`config.mk`:
```
export PLATFORM = sky130hd
export DESIGN_NAME = rsx_exec
export DESIGN_NICKNAME = d
export VERILOG_FILES = /design/src/rsx_decode.v /design/src/rsx_exec.v
export VERILOG_INCLUDE_DIRS = /design/src
export SDC_FILE = /design/constraint.sdc
export NUM_CORES = 1
export LEC_CHECK = 0
export ABC_AREA = 1
export BUFFER_PORTS_ARGS = -buffer_cell sky130_fd_sc_hd__buf_4
export CORE_ASPECT_RATIO = 1.5
export CORE_MARGIN = 10
export CORE_UTILIZATION = 50
export DETAILED_ROUTE_END_ITERATION = 10
export MAX_ROUTING_LAYER = met4
export PLACE_DENSITY = 0.78
export SETUP_SLACK_MARGIN = 0.15
export SYNTH_ARGS = -nofsm -noshare
export SYNTH_HDL_FRONTEND = slang
export SYNTH_SLANG_ARGS = --single-unit
```
`constraint.sdc`:
```
create_clock -name sys_clk -period 1.65 [get_ports sys_clk]
set_input_delay 0.2475 -clock sys_clk [delete_from_list [all_inputs] [get_ports sys_clk]]
set_output_delay 0.2475 -clock sys_clk [all_outputs]
set_load 0.005 [all_outputs]
```
`src/rsx_defines.vh`:
```
`ifndef RSX_DEFINES_VH
`define RSX_DEFINES_VH
// ----------------------------------------
// Word widths
// ----------------------------------------
`define RSX_INSTR_W 13
`define RSX_DATA_W 8
`define RSX_PC_W 12
// ----------------------------------------
// Decoded instruction classes
// ----------------------------------------
`define RSX_CLS_W 3
`define RSX_CLS_IDLE 3'h0
`define RSX_CLS_WSET 3'h1
`define RSX_CLS_RSET 3'h2
`define RSX_CLS_IRET 3'h3
`define RSX_CLS_LRET 3'h4
`define RSX_CLS_RET 3'h5
`define RSX_CLS_OTHER 3'h7
// ----------------------------------------
// Opcode values (chosen encodings)
// ----------------------------------------
`define RSX_OP_IDLE 13'h0000
`define RSX_OP_WSET 13'h0002
`define RSX_OP_RSET 13'h0003
`define RSX_OP_IRET 13'h000D
`define RSX_OP_RET 13'h000E
`define RSX_LRET_MASK 13'h1F00
`define RSX_LRET_CODE 13'h0D00
// ----------------------------------------
// Reset values and program counter step
// ----------------------------------------
`define RSX_SETUP_RST 8'hFF
`define RSX_WORK_RST 8'h00
`define RSX_PC_RST 12'h000
`define RSX_PC_STEP 12'h001
`endif

```
`src/rsx_decode.v`:
```
`timescale 1ns/10ps
`default_nettype none
`include "rsx_defines.vh"
// Pure opcode classifier; no state
module rsx_decode (
    input wire [`RSX_INSTR_W-1:0] instr,
    output reg [`RSX_CLS_W-1:0] cls
);
    // ----------------------------------------
    // Class lookup
    // ----------------------------------------
    always @* begin
        if (instr == `RSX_OP_IDLE)
            cls = `RSX_CLS_IDLE;
        else if (instr == `RSX_OP_WSET)
            cls = `RSX_CLS_WSET;
        else if (instr == `RSX_OP_RSET)
            cls = `RSX_CLS_RSET;
        else if (instr == `RSX_OP_IRET)
            cls = `RSX_CLS_IRET;
        else if (instr == `RSX_OP_RET)
            cls = `RSX_CLS_RET;
        else if ((instr & `RSX_LRET_MASK) == `RSX_LRET_CODE)
            cls = `RSX_CLS_LRET;
        else
            cls = `RSX_CLS_OTHER;
    end
endmodule
`default_nettype wire

```
`src/rsx_exec.v`:
```
`timescale 1ns/10ps
`default_nettype none
`include "rsx_defines.vh"
module rsx_exec (
    input wire sys_clk,
    input wire reset_n,
    input wire instr_valid,
    input wire [`RSX_INSTR_W-1:0] instr,
    input wire [`RSX_PC_W-1:0] stack_top,
    output reg instr_ready,
    output reg [`RSX_PC_W-1:0] pc,
    output reg [`RSX_DATA_W-1:0] work_register,
    output reg [`RSX_DATA_W-1:0] setup_reg,
    output reg global_irq_enable,
    output reg stack_pop,
    output reg unhandled
);
    // ----------------------------------------
    // State codes
    // ----------------------------------------
    // Run takes instructions; flush is the second cycle of a return
    localparam ST_RUN = 1'b0;
    localparam ST_FLUSH = 1'b1;

    // ----------------------------------------
    // Internal signals
    // ----------------------------------------
    // Combinational helpers
    wire [`RSX_CLS_W-1:0] cls;
    wire issue_ok;
    wire is_return;
    wire [`RSX_PC_W-1:0] pc_step;
    wire [`RSX_DATA_W-1:0] imm_byte;

    // Sequencer state
    reg state;

    // Next values, one per register
    reg next_state;
    reg [`RSX_PC_W-1:0] next_pc;
    reg [`RSX_DATA_W-1:0] next_work;
    reg [`RSX_DATA_W-1:0] next_setup;
    reg next_gie;
    reg next_pop;
    reg next_ready;
    reg next_unh;

    // ----------------------------------------
    // Opcode classifier
    // ----------------------------------------
    // Kept apart so encodings can move without touching the sequencing
    rsx_decode u_decode (
        .instr(instr),
        .cls(cls)
    );

    // ----------------------------------------
    // Issue qualifiers
    // ----------------------------------------
    // Only the run state accepts a word; the flush cycle refuses it
    assign issue_ok = instr_valid && (state == ST_RUN);
    // All three return forms share the pop and the bubble
    assign is_return = (cls == `RSX_CLS_IRET) || (cls == `RSX_CLS_LRET) || (cls == `RSX_CLS_RET);
    // Sequential address; wraps silently at the top of program space
    assign pc_step = pc + `RSX_PC_STEP;
    // The literal return carries its value in the low byte
    assign imm_byte = instr[`RSX_DATA_W-1:0];

    // ----------------------------------------
    // Sequencer
    // ----------------------------------------
    // Returns spend a second cycle as a fetch bubble; nothing is taken then
    always @* begin
        next_state = state;
        next_ready = 1'b1;
        case (state)
            ST_RUN: begin
                if (issue_ok && is_return) begin
                    next_state = ST_FLUSH;
                    next_ready = 1'b0;
                end
            end
            ST_FLUSH: begin
                // Prefetched word is dropped here
                next_state = ST_RUN;
            end
            default: begin
                next_state = ST_RUN;
            end
        endcase
    end

    // ----------------------------------------
    // Program counter
    // ----------------------------------------
    // Returns reload from the stack; everything else steps by one
    always @* begin
        next_pc = pc;
        if (issue_ok) begin
            case (cls)
                `RSX_CLS_IDLE: begin
                    next_pc = pc_step;
                end
                `RSX_CLS_IRET: begin
                    next_pc = stack_top;
                end
                `RSX_CLS_LRET: begin
                    next_pc = stack_top;
                end
                `RSX_CLS_RET: begin
                    next_pc = stack_top;
                end
                default: begin
                    // Setup moves and foreign opcodes step as well
                    next_pc = pc_step;
                end
            endcase
        end
    end

    // ----------------------------------------
    // Work register
    // ----------------------------------------
    // Only the setup read and the literal return write it
    always @* begin
        next_work = work_register;
        if (issue_ok) begin
            case (cls)
                `RSX_CLS_RSET: begin
                    next_work = setup_reg;
                end
                `RSX_CLS_LRET: begin
                    next_work = imm_byte;
                end
                default: begin
                    // Plain and interrupt returns leave it alone
                    next_work = work_register;
                end
            endcase
        end
    end

    // ----------------------------------------
    // Timer setup register
    // ----------------------------------------
    // Field meaning lives in the timer; this block only moves the byte
    always @* begin
        next_setup = setup_reg;
        if (issue_ok && (cls == `RSX_CLS_WSET)) begin
            next_setup = work_register;
        end
    end

    // ----------------------------------------
    // Interrupt enable and side pulses
    // ----------------------------------------
    // Enable is only ever set here; clearing belongs to the interrupt logic
    always @* begin
        next_gie = global_irq_enable;
        next_pop = 1'b0;
        next_unh = 1'b0;
        if (issue_ok) begin
            if (cls == `RSX_CLS_IRET) begin
                next_gie = 1'b1;
            end
            if (is_return) begin
                next_pop = 1'b1;
            end
            if (cls == `RSX_CLS_OTHER) begin
                next_unh = 1'b1;
            end
        end
    end

    // ----------------------------------------
    // Registers
    // ----------------------------------------
    // Sequencer state and ready; ready mirrors run so it leaves a flop
    always @(posedge sys_clk) begin
        if (!reset_n) begin
            state <= ST_RUN;
            instr_ready <= 1'b1;
        end else begin
            state <= next_state;
            instr_ready <= next_ready;
        end
    end

    // Program counter
    always @(posedge sys_clk) begin
        if (!reset_n) begin
            pc <= `RSX_PC_RST;
        end else begin
            pc <= next_pc;
        end
    end

    // Data registers; both come up at their chosen reset values
    always @(posedge sys_clk) begin
        if (!reset_n) begin
            work_register <= `RSX_WORK_RST;
            setup_reg <= `RSX_SETUP_RST;
        end else begin
            work_register <= next_work;
            setup_reg <= next_setup;
        end
    end

    // Enable and pulses; a reset drops any pulse in flight
    always @(posedge sys_clk) begin
        if (!reset_n) begin
            global_irq_enable <= 1'b0;
            stack_pop <= 1'b0;
            unhandled <= 1'b0;
        end else begin
            global_irq_enable <= next_gie;
            stack_pop <= next_pop;
            unhandled <= next_unh;
        end
    end
endmodule
`default_nettype wire

```
# Word-level counts from Yosys, hierarchy flattened
# Cells that the tools add are included.
totals:
  ff_bits: 33
  inputBits: 28
  out_inout_bits: 32
op_classes:
  add_sub_neg: 1
  eq_ne: 11
  n_mux: 13
  n_bitwise: 2
  reduce_logical: 12
op_table:
  columns: ["cell", "n"]
  rows:
  - ["== test 13 x 2 -> 1 bit (second input constant)", 2]
  - ["== test 13 x 4 -> 1 bit (second input constant)", 2]
  - ["case mux 8 bit (2 select lines)", 1]
  - ["two-way mux 3 bit", 5]
  - ["logical NOT 13 bit", 1]
  - ["adder 12 x 1 -> 12 bit (second input constant)", 1]
  - ["two-way mux 12 bit", 1]
  - ["== test 3 bit (second input constant)", 3]
  - ["== test 3 x 2 -> 1 bit (second input constant)", 2]
  - ["AND reduction 2 bit", 3]
  - ["== test 5 x 4 -> 1 bit (second input constant)", 1]
  - ["two-way mux 1 bit", 4]
  - ["== test 3 x 1 -> 1 bit (second input constant)", 1]
  - ["logical AND 1 bit", 3]
  - ["OR reduction 3 bit", 1]
  - ["logical OR 1 bit", 2]
  - ["two-way mux 2 bit", 1]
  - ["inverter 1 bit", 2]
  - ["case mux 1 bit (2 select lines)", 1]
  - ["nonzero test 2 bit", 1]
  - ["OR reduction 2 bit", 1]

# Logic depth before layout (Yosys ltp)
# Gate-level depths: netlist (run 1).
depth:
  ltp_word: 13
  mapped_depth: 11
  mapped_depth_nobuf: 11

# Hierarchy
# From an unflattened synthesis (run 1), not the netlist that was laid out.
hier_totals:
  hier_cells: 273
  area_unflattened_um2: 1810.5
modules_own_cells:
  columns: ["module", "instances", "cells_per_inst", "area_each_um2"]
  rows:
  - ["rsx_exec", 1, 238, 1654.1]
  - ["rsx_decode", 1, 35, 156.4]

# Least setup slack after synthesis (run 1)
# Ideal clock, no wire load.
synth_path:
  kind: "register to register"
  start: "register pc[0]"
  end: "register pc[8]"
  arrival_time_ns: 1.303
  t_required_ns: 1.580
  path_slack_ns: 0.276
  path_stages_with_launch: 9
  path_buffers: 0
  synth_period_minus_slack_ns: 1.374
  cell_sequence: "dfxtp_1 > ha_1 > nand3_1 > nor2_1 > nand2_1 > xor2_1 > nand2_1 > nand3_1 > a21oi_1"
synth_between:
  elab_chain_cells: 2
synth_lines:
  columns: ["item", "line", "source"]
  rows:
  - ["start: declaration", "rsx_exec.v:11", "output reg [`RSX_PC_W-1:0] pc,"]
  - ["start signal: assignment", "rsx_exec.v:192", "pc <= `RSX_PC_RST;"]
  - ["start signal: assignment", "rsx_exec.v:194", "pc <= next_pc;"]
  - ["adder 12 x 1 -> 12 bit (no source line)", null, null]
  - ["two-way mux 12 bit", "rsx_exec.v:100", "case (cls)"]
# Every way passes these cells.
# A chain may end at the register's enable or synchronous reset.

# Worst setup path after layout (run 1)
layout_path:
  start: "register pc[1]"
  end: "register pc[6]"
# The elaborated chain is that of the path after synthesis.

==> results of run 1 <==
cell families after synthesis:
family          Yosys count  share of synthesized area, %
buf+inv                  64                         13.49
simple gates            166                         41.70
compound gates           22                         6.744
fa+ha+maj                 1                        0.6484
flops                    33                         34.24
xor+xnor                  7                         3.178
through the flow:
step	hold WS (ns)	worst slack (ns)
6_report	0.2660	0.2909
5_1_grt	0.2724	0.1537
4_1_cts	0.2659	0.1645
3_5_place_dp	0.4465	0.1095
3_3_place_gp	0.4416	0.1214
2_1_floorplan	0.4456	0.2762
final cells by class:
type,count,area [um^2],share of cell area (%)
inverter,55,206.4,7.998
clock buffer,7,86.33,3.345
sequential,33,663.1,25.69
multi-input combinational,196,1031,39.94
timing repair buffer,68,510.5,19.78
tap,43,53.80,2.084
clock inverter,1,30.03,1.163
worst paths after layout:
check,from,to,slack [ns],cells past startpoint
max,pc[1],pc[6],0.29,8
min,stack_top[0],pc[0],0.27,5
max reg2reg,pc[1],pc[6],0.29,8
min reg2reg,global_irq_enable,global_irq_enable,0.45,2
worst min-delay path, delay by kind of cell:
| family | cells | cell delay, ns |
|---|---|---|
| buffers and inverters | 2 | 0.12 |
| and+or+nand+nor | 3 | 0.16 |
cells in the mapped netlist:
master / n / area, um^2
buf_1: 1 / 3.750
nor2_2: 4 / 25.02
nand2_2: 6 / 37.54
inv_1: 54 / 202.7
clkbuf_1: 4 / 15.01
xnor2_1: 2 / 17.52
dfxtp_1: 33 / 660.6
nand2_4: 1 / 11.26
buf_2: 1 / 5.000
nand3_1: 19 / 95.09
o211ai_1: 8 / 60.06
nand2_1: 76 / 285.3
xor2_1: 5 / 43.79
nand4_1: 5 / 31.28
nor3_2: 9 / 90.09
nor2_4: 2 / 22.52
clkbuf_4: 1 / 7.510
a21oi_1: 12 / 60.06
nand3_2: 2 / 20.02
o21ai_1: 1 / 5.000
o21ai_0: 1 / 5.000
nor2_1: 37 / 138.9
nor4_2: 1 / 12.51
inv_2: 1 / 3.750
buf_6: 2 / 22.52
nor3_1: 2 / 10.01
ha_1: 1 / 12.51
nand4_2: 2 / 25.02
power by group through the flow:
stage	sequential [mW]	combinational [mW]	clock, mW
after global routing	0.823	0.225	0.839
after floorplan	0.838	0.0925	0
after CTS	0.819	0.200	0.811
after detailed placement	0.837	0.199	0
final	0.822	0.203	0.805
after global placement	0.837	0.197	0
layer usage:
layer,wire length (um),share of wire (%)
met5,0,0
met4,91,1.8
met3,272,5.4
met2,2724,54
met1,1986,39
==> results, run 1 <==
- The final net count is 388.
- The vertical die dimension is 96.08 um.
- After global routing, the most crowded layer is met2.
- The power dissipated by switching net loads is 0.4282 mW.
- The design draws 1.830 mW.
- The data arrival time of the critical path is 1.54 ns.
- The remaining routing DRC violations is 0.
- The largest incremental delay on the critical path is 0.39 ns.
- After detailed placement, the design holds a cell count of 395.
- The Yosys warning count is 0.
- 0 antenna diodes ended up in the layout.
- The combined buffer and inverter count along the critical path is 1.
- For this design the ratio of total power to cell area is 708.9 nW/um^2.
- The sequential share of the synthesized area is 34.24%.
- For met1 alone, demand over resource in global routing was 14.20%.
- Yosys mapped the design onto 28 distinct sky130hd cell types.
- The fraction of final layout cells with drive strength greater than 1 is 30.56%.
- Across the run, the number of max-cap violations was 0.
- The mean cell area of the mapped netlist is 6.585 um^2.
- The proportion of total power due to net switching is 23.40%.
- Excluding fillers, the count of instances in the completed layout stands at 403.
- Setup repair after global routing left no endpoint under its margin.
- The family with the most delay on the worst path is flip-flops.
- The remaining antenna violation count after routing is 0.
- Cell internal power was estimated by the tool at 1.402 mW.
- The TritonCTS clock tree is done.
- The CTS buffer count is 5.
- The number of buffers inserted by hold repair at cts is 0.
- Dividing the detail-routed via count by the number of cells gives 4.864.
- At the pin with the least slew margin, the transition time is 0.3536 ns.
- The final critical path time including I/O delays and setup is 1.359 ns.
- For met2 alone, demand over resource in global routing was 28.05%.
- The growth of design area from synthesis to finish is 33.79%.
- The total overflow left after global routing is 0.
- The chip width is 70.72 um.
- The worst pin sits at a relative slew slack of 76.40%.
- Entering global routing, the biggest net connects 19 pins.
- IR analysis of the VDD net gives a maximum drop of 521.5 uV.
- The type of the most critical hold path is input pin to flip-flop.
- The leakage power summed over all cells is 1.396 nW.
- The first TritonRoute pass finished after 4 iterations.
- Derived from the worst setup path, the maximum achievable clock frequency is 735.8 MHz.
- After floorplanning, the core was divided into 27 placement rows.
- The register with the most flip-flops in the layout has 12 of them.
- The cell that appears most often on the critical path is nand3_1.
- The netlist area before placement is 1929 um^2.
- Post-CTS timing repair inserted 0 buffers for setup.
- The final worst-path cycle share is 82.37%.
- The critical path in this run is classified as flip-flop to flip-flop.
- The total I/O pin count is 60.
- Synthesis produced a netlist with a net count of 322.
- The first global-routing pass estimated 8273 um of wire.
- The initial antenna violation count was 0.
- The placed instances occupy a cell area of 2440 um^2.
- The region available for standard cell placement spans 3716 um^2.
- The global routing usage summed across all routing layers is 15.17%.
- The share of total power in sequential cells is 44.9%.
- Walking the worst path, the cells encountered are ha_4 -> nand3_1 -> nor2_2 -> buf_4 -> xor2_1 -> nand2_1 -> nand3_1 -> a21oi_1.
- Setup total negative slack on the finished layout was measured at 0 ns.
- The relative contribution of the clock network to total power is 44.0%.
- The number of synthesized register bits is 33.
- The initial core utilization is 51.92%.
- The run finished with clean final reports.
- For met3 alone, demand over resource in global routing was 4.325%.
- The deepest level of the CTS H-tree is 2.
- Across the routed clock network, the largest skew measured is 0.002985 ns.
- The worst setup path is captured at a flip-flop.
- After clock tree synthesis, the clock-pin slew on the worst setup and hold paths is 0.07 ns.
- Once detailed placement completed, the half-perimeter wirelength came to 3918 um.
- The CTS root buffer is clkbuf_8.
- At the end of routability-driven placement, the weighted congestion stood at 0.8204.
- The layout has 326 filler cells.
- Synthesis produced a netlist whose cell count is 293.
- Leaving out fill and tap cells, the most frequent cell in the layout is nand2_1.
- The number of sinks on the clock net is 33.
- The number of global-route vias before repair is 1924.
- In this run, the combinational gates consume 11.1% of the power.
- The max-slew violation count is 0.
- Buffers placed on the I/O ports in this run total 59.
- The longest clock path from root to sink contains 2 buffers.
- Once layout is done, the placed cells without fillers occupy 2581 um^2.
- Leaving out fill and tap cells, the most frequent cells in the layout are nand2_1, buf_4, inv_1.
- For this design, the slowest cell found on the critical path is dfxtp_2.
- The worst setup path is launched from a flip-flop.
- After detailed routing, the average wire length per cell comes to 12.59 um.
- The largest fanout of any net on the critical path is 4.
- The insertion delay to the later sink of the worst-skew pair is 0.29 ns.
- The area of the die is 6795 um^2.
- At the end of the flow the core is filled with cells to 69.46%.
- The required time at the worst-slack endpoint is 1.83 ns.
- Setup violations remaining at the end of the flow were counted as 0.
- The detailed router finished its first iteration with 164 violations.
- The number of failing hold endpoints at the final stage is 0.
- The final layout contains routed wiring with a total length of 5074 um.
- The total number of vias is 1960.
- The post-cts gate resize count is 0.
Note: power is estimated with default switching activity, not from simulation.
==> run 2, diff against run 1 <==
clock period = 1.4 ns   (was 1.65 ns; I/O delays follow)
==> run 2 against run 1 <==
Worst hold slack got worse by 0.034 ns. Non-clock buffer count grew 17. Critical path type unchanged. Register-to-register slack worse by 0.15 ns. Sequential cell count stayed put. Maximum frequency up 8.1%. Clock skew rose by 0.0028 ns. Sequential power increased by 18%. Sequential share of layout area decreased by 1.3 points. Largest cell class unchanged.
==> results, run 2 (synthesis results as in run 1) <==
- The data arrival time of the critical path is 1.47 ns (was 1.54 ns).
- The average wire per standard cell was 12.60 um (was 12.59 um).
- The total overflow reported by the global router is 0 (unchanged).
- The final design utilization is 74.18% (was 69.46%).
- The critical path endpoint category is a flip-flop (unchanged).
- The violation count after the first detailed-routing iteration is 123 (was 164).
- The slack of the critical path was 0.1428 ns (was 0.2909 ns).
- RSZ-0062 raised after global routing: yes (was no).
- The non-filler instance count after layout was 420 (was 403).
- The largest fanout of any net on the critical path is 4 (unchanged).
- The final net count is 405 (was 388).
- The TritonCTS clock tree is done (unchanged).
- The actual transition at the worst max-transition pin was 0.2571 ns (was 0.3536 ns).
- The flip-flop count of the largest register after layout is 12 (unchanged).
- The final critical path time including I/O delays and setup came to 1.257 ns (was 1.359 ns).
- The CTS root buffer is clkbuf_8 (unchanged).
- The worst slew margin relative to its limit is 82.73% (was 76.40%).
- The insertion delay to the later sink of the worst-skew pair is 0.28 ns (was 0.29 ns).
- The initial antenna violation count is 0 (unchanged).
- The total half-perimeter wirelength after legalization and detailed placement is 3996 um (was 3918 um).
- The post-route setup TNS is 0 ns (unchanged).
- The chip width is 70.72 um (unchanged).
- The clock skew after layout is 0.005835 ns (was 0.002985 ns).
- The remaining routing DRC violations is 0 (unchanged).
- The cell with the largest stage delay on the worst path is dfxtp_4 (was dfxtp_2).
- The largest incremental delay on the critical path is 0.37 ns (was 0.39 ns).
- The number of cells in the design after placement is 410 (was 395).
- The routability congestion estimate from global placement is 0.8436 (was 0.8204).
- The classification of the worst setup path is flip-flop to flip-flop (unchanged).
- The startpoint type of the worst setup path was a flip-flop (unchanged).
- The area inside the core boundary is 3716 um^2 (unchanged).
- The total I/O pin count was 60 (unchanged).
- The detailed-route wire length was 5291 um (was 5074 um).
- The leakage power summed over all cells is 1.478 nW (was 1.396 nW).
- The final number of setup-violating endpoints was 0 (unchanged).
- The number of sinks on the clock net came to 33 (unchanged).
- The number of buffers inserted by hold repair at cts is 0 (unchanged).
- Outcome: completed (unchanged).
- The global routing usage summed across all routing layers is 14.85% (was 15.17%).
- The via-per-instance ratio came to 4.852 (was 4.864).
- The power density over cell area came to 693.7 nW/um^2 (was 708.9 nW/um^2).
- The vertical die dimension is 96.08 um (unchanged).
- The total number of vias was 2038 (was 1960).
- The clock transition at the register clock pins on the worst setup and hold paths after CTS came to 0.07 ns (about the same).
- The remaining antenna violation count after routing was 0 (unchanged).
- The number of search-and-repair iterations in the first detailed-routing pass came to 4 (unchanged).
- The cell area after placement is 2572 um^2 (was 2440 um^2).
- The total of buffers placed on input and output ports is 59 (unchanged).
- The peak ir drop on the vdd network was 575.5 uV (was 521.5 uV).
- The worst slack at placement was -0.07883 ns (was 0.1095 ns).
- The required time at the worst-slack endpoint is 1.62 ns (was 1.83 ns).
- The area of the die was 6795 um^2 (unchanged).
- The most common library cell in the layout ignoring fill and taps was buf_4 (was nand2_1).
- The number of global-route vias before repair is 1999 (was 1924).
- The number of maximum-capacitance constraint violations is 0 (unchanged).
- The antenna diode count is 0 (unchanged).
- The max-slew violation count is 0 (unchanged).
- The growth of design area from synthesis to finish is 42.87% (was 33.79%).
- The number of failing hold endpoints at the final stage is 0 (unchanged).
- The CTS buffer count is 5 (unchanged).
- The deepest level of the CTS H-tree is 2 (unchanged).
- The row count came to 27 (unchanged).
- The maximum clock insertion buffer count was 2 (unchanged).
- The final hold slack is 0.2317 ns (was 0.2660 ns).
- The fraction of final layout cells with drive strength greater than 1 came to 37.14% (was 30.56%).
- Critical-path cell list: ha_4 -> nand3_2 -> nor2_4 -> nand2_2 -> xor2_1 -> nand2_1 -> nand3_1 -> a21oi_1 (was ha_4 -> nand3_1 -> nor2_2 -> buf_4 -> xor2_1 -> nand2_1 -> nand3_1 -> a21oi_1).
- The top achievable clock speed was 795.4 MHz (was 735.8 MHz).
- The power after layout was 1.912 mW (was 1.830 mW).
- The final worst-path cycle share came to 89.80% (was 82.37%).
- Commonest cells after routing, fill and taps aside: buf_4, nand2_1, inv_1 (was nand2_1, buf_4, inv_1).
- The wire length of the first global-routing pass is 8252 um (was 8273 um).
- The post-route cell area is 2756 um^2 (was 2581 um^2).
- The type of the most critical hold path is input pin to flip-flop (unchanged).
- The maximum number of pins on one net before global-route repair was 18 (was 19).
- The initial core utilization is 51.92% (unchanged).
## run 2: cell types whose count changed in the layout (fill, tap and decap cells not counted), sizes merged
cell / delta
buf: +17
bufinv: -1
clkbuf: +1
## run 2: report_power, final
group          total (mW)  internal, mW  switching [mW]
registers           0.967         0.954          0.0131
logic               0.265         0.130           0.135
clock network       0.680         0.353           0.327
total                1.91          1.44           0.475
## run 2: final timing paths
kind                                        start  slack (ns)                end  depth (start not counted)
worst min-delay path                 stack_top[0]        0.23              pc[0]                          5
worst min register to register  global_irq_enable        0.45  global_irq_enable                          2
worst max register to register              pc[1]        0.14              pc[8]                          8
worst max-delay path                        pc[1]        0.14              pc[8]                          8
## run 2: worst max-delay path, delay by kind of cell (launching register included)
kind	cells	cell delay, ns
AOI/OAI and AO/OA	1	0.11
DFF	1	0.37
xor gates and xnor gates	1	0.14
and+or+nand+nor	5	0.45
adders and majority gates	1	0.14
## run 2: per-layer routing
metal	global-route usage [%]	part of all wire [%]	up-vias	wire length (um)
li1	-	-	1061	-
met1	14.05	40	909	2127
met2	27.60	53	58	2798
met3	4.531	5.4	10	284
met4	5.502	1.5	0	80
met5	-	0	-	0
## run 2: cell type report
| cell class | instances | area, um^2 |
|---|---|---|
| Multi-Input combinational cell | 196 | 1105 |
| Fill cell | 309 | 959.7 |
| Inverter | 55 | 206.4 |
| Tap cell | 43 | 53.80 |
| Clock buffer | 8 | 80.08 |
| Sequential cell | 33 | 673.1 |
| Timing Repair Buffer | 85 | 638.1 |
## run 2: repair_timing
item,4_1_cts,5_1_grt
pin swaps,3,8
buffers inserted,2,0
resized for setup,5,20
gates cloned,0,0
endpoints found under the setup margin,5,20
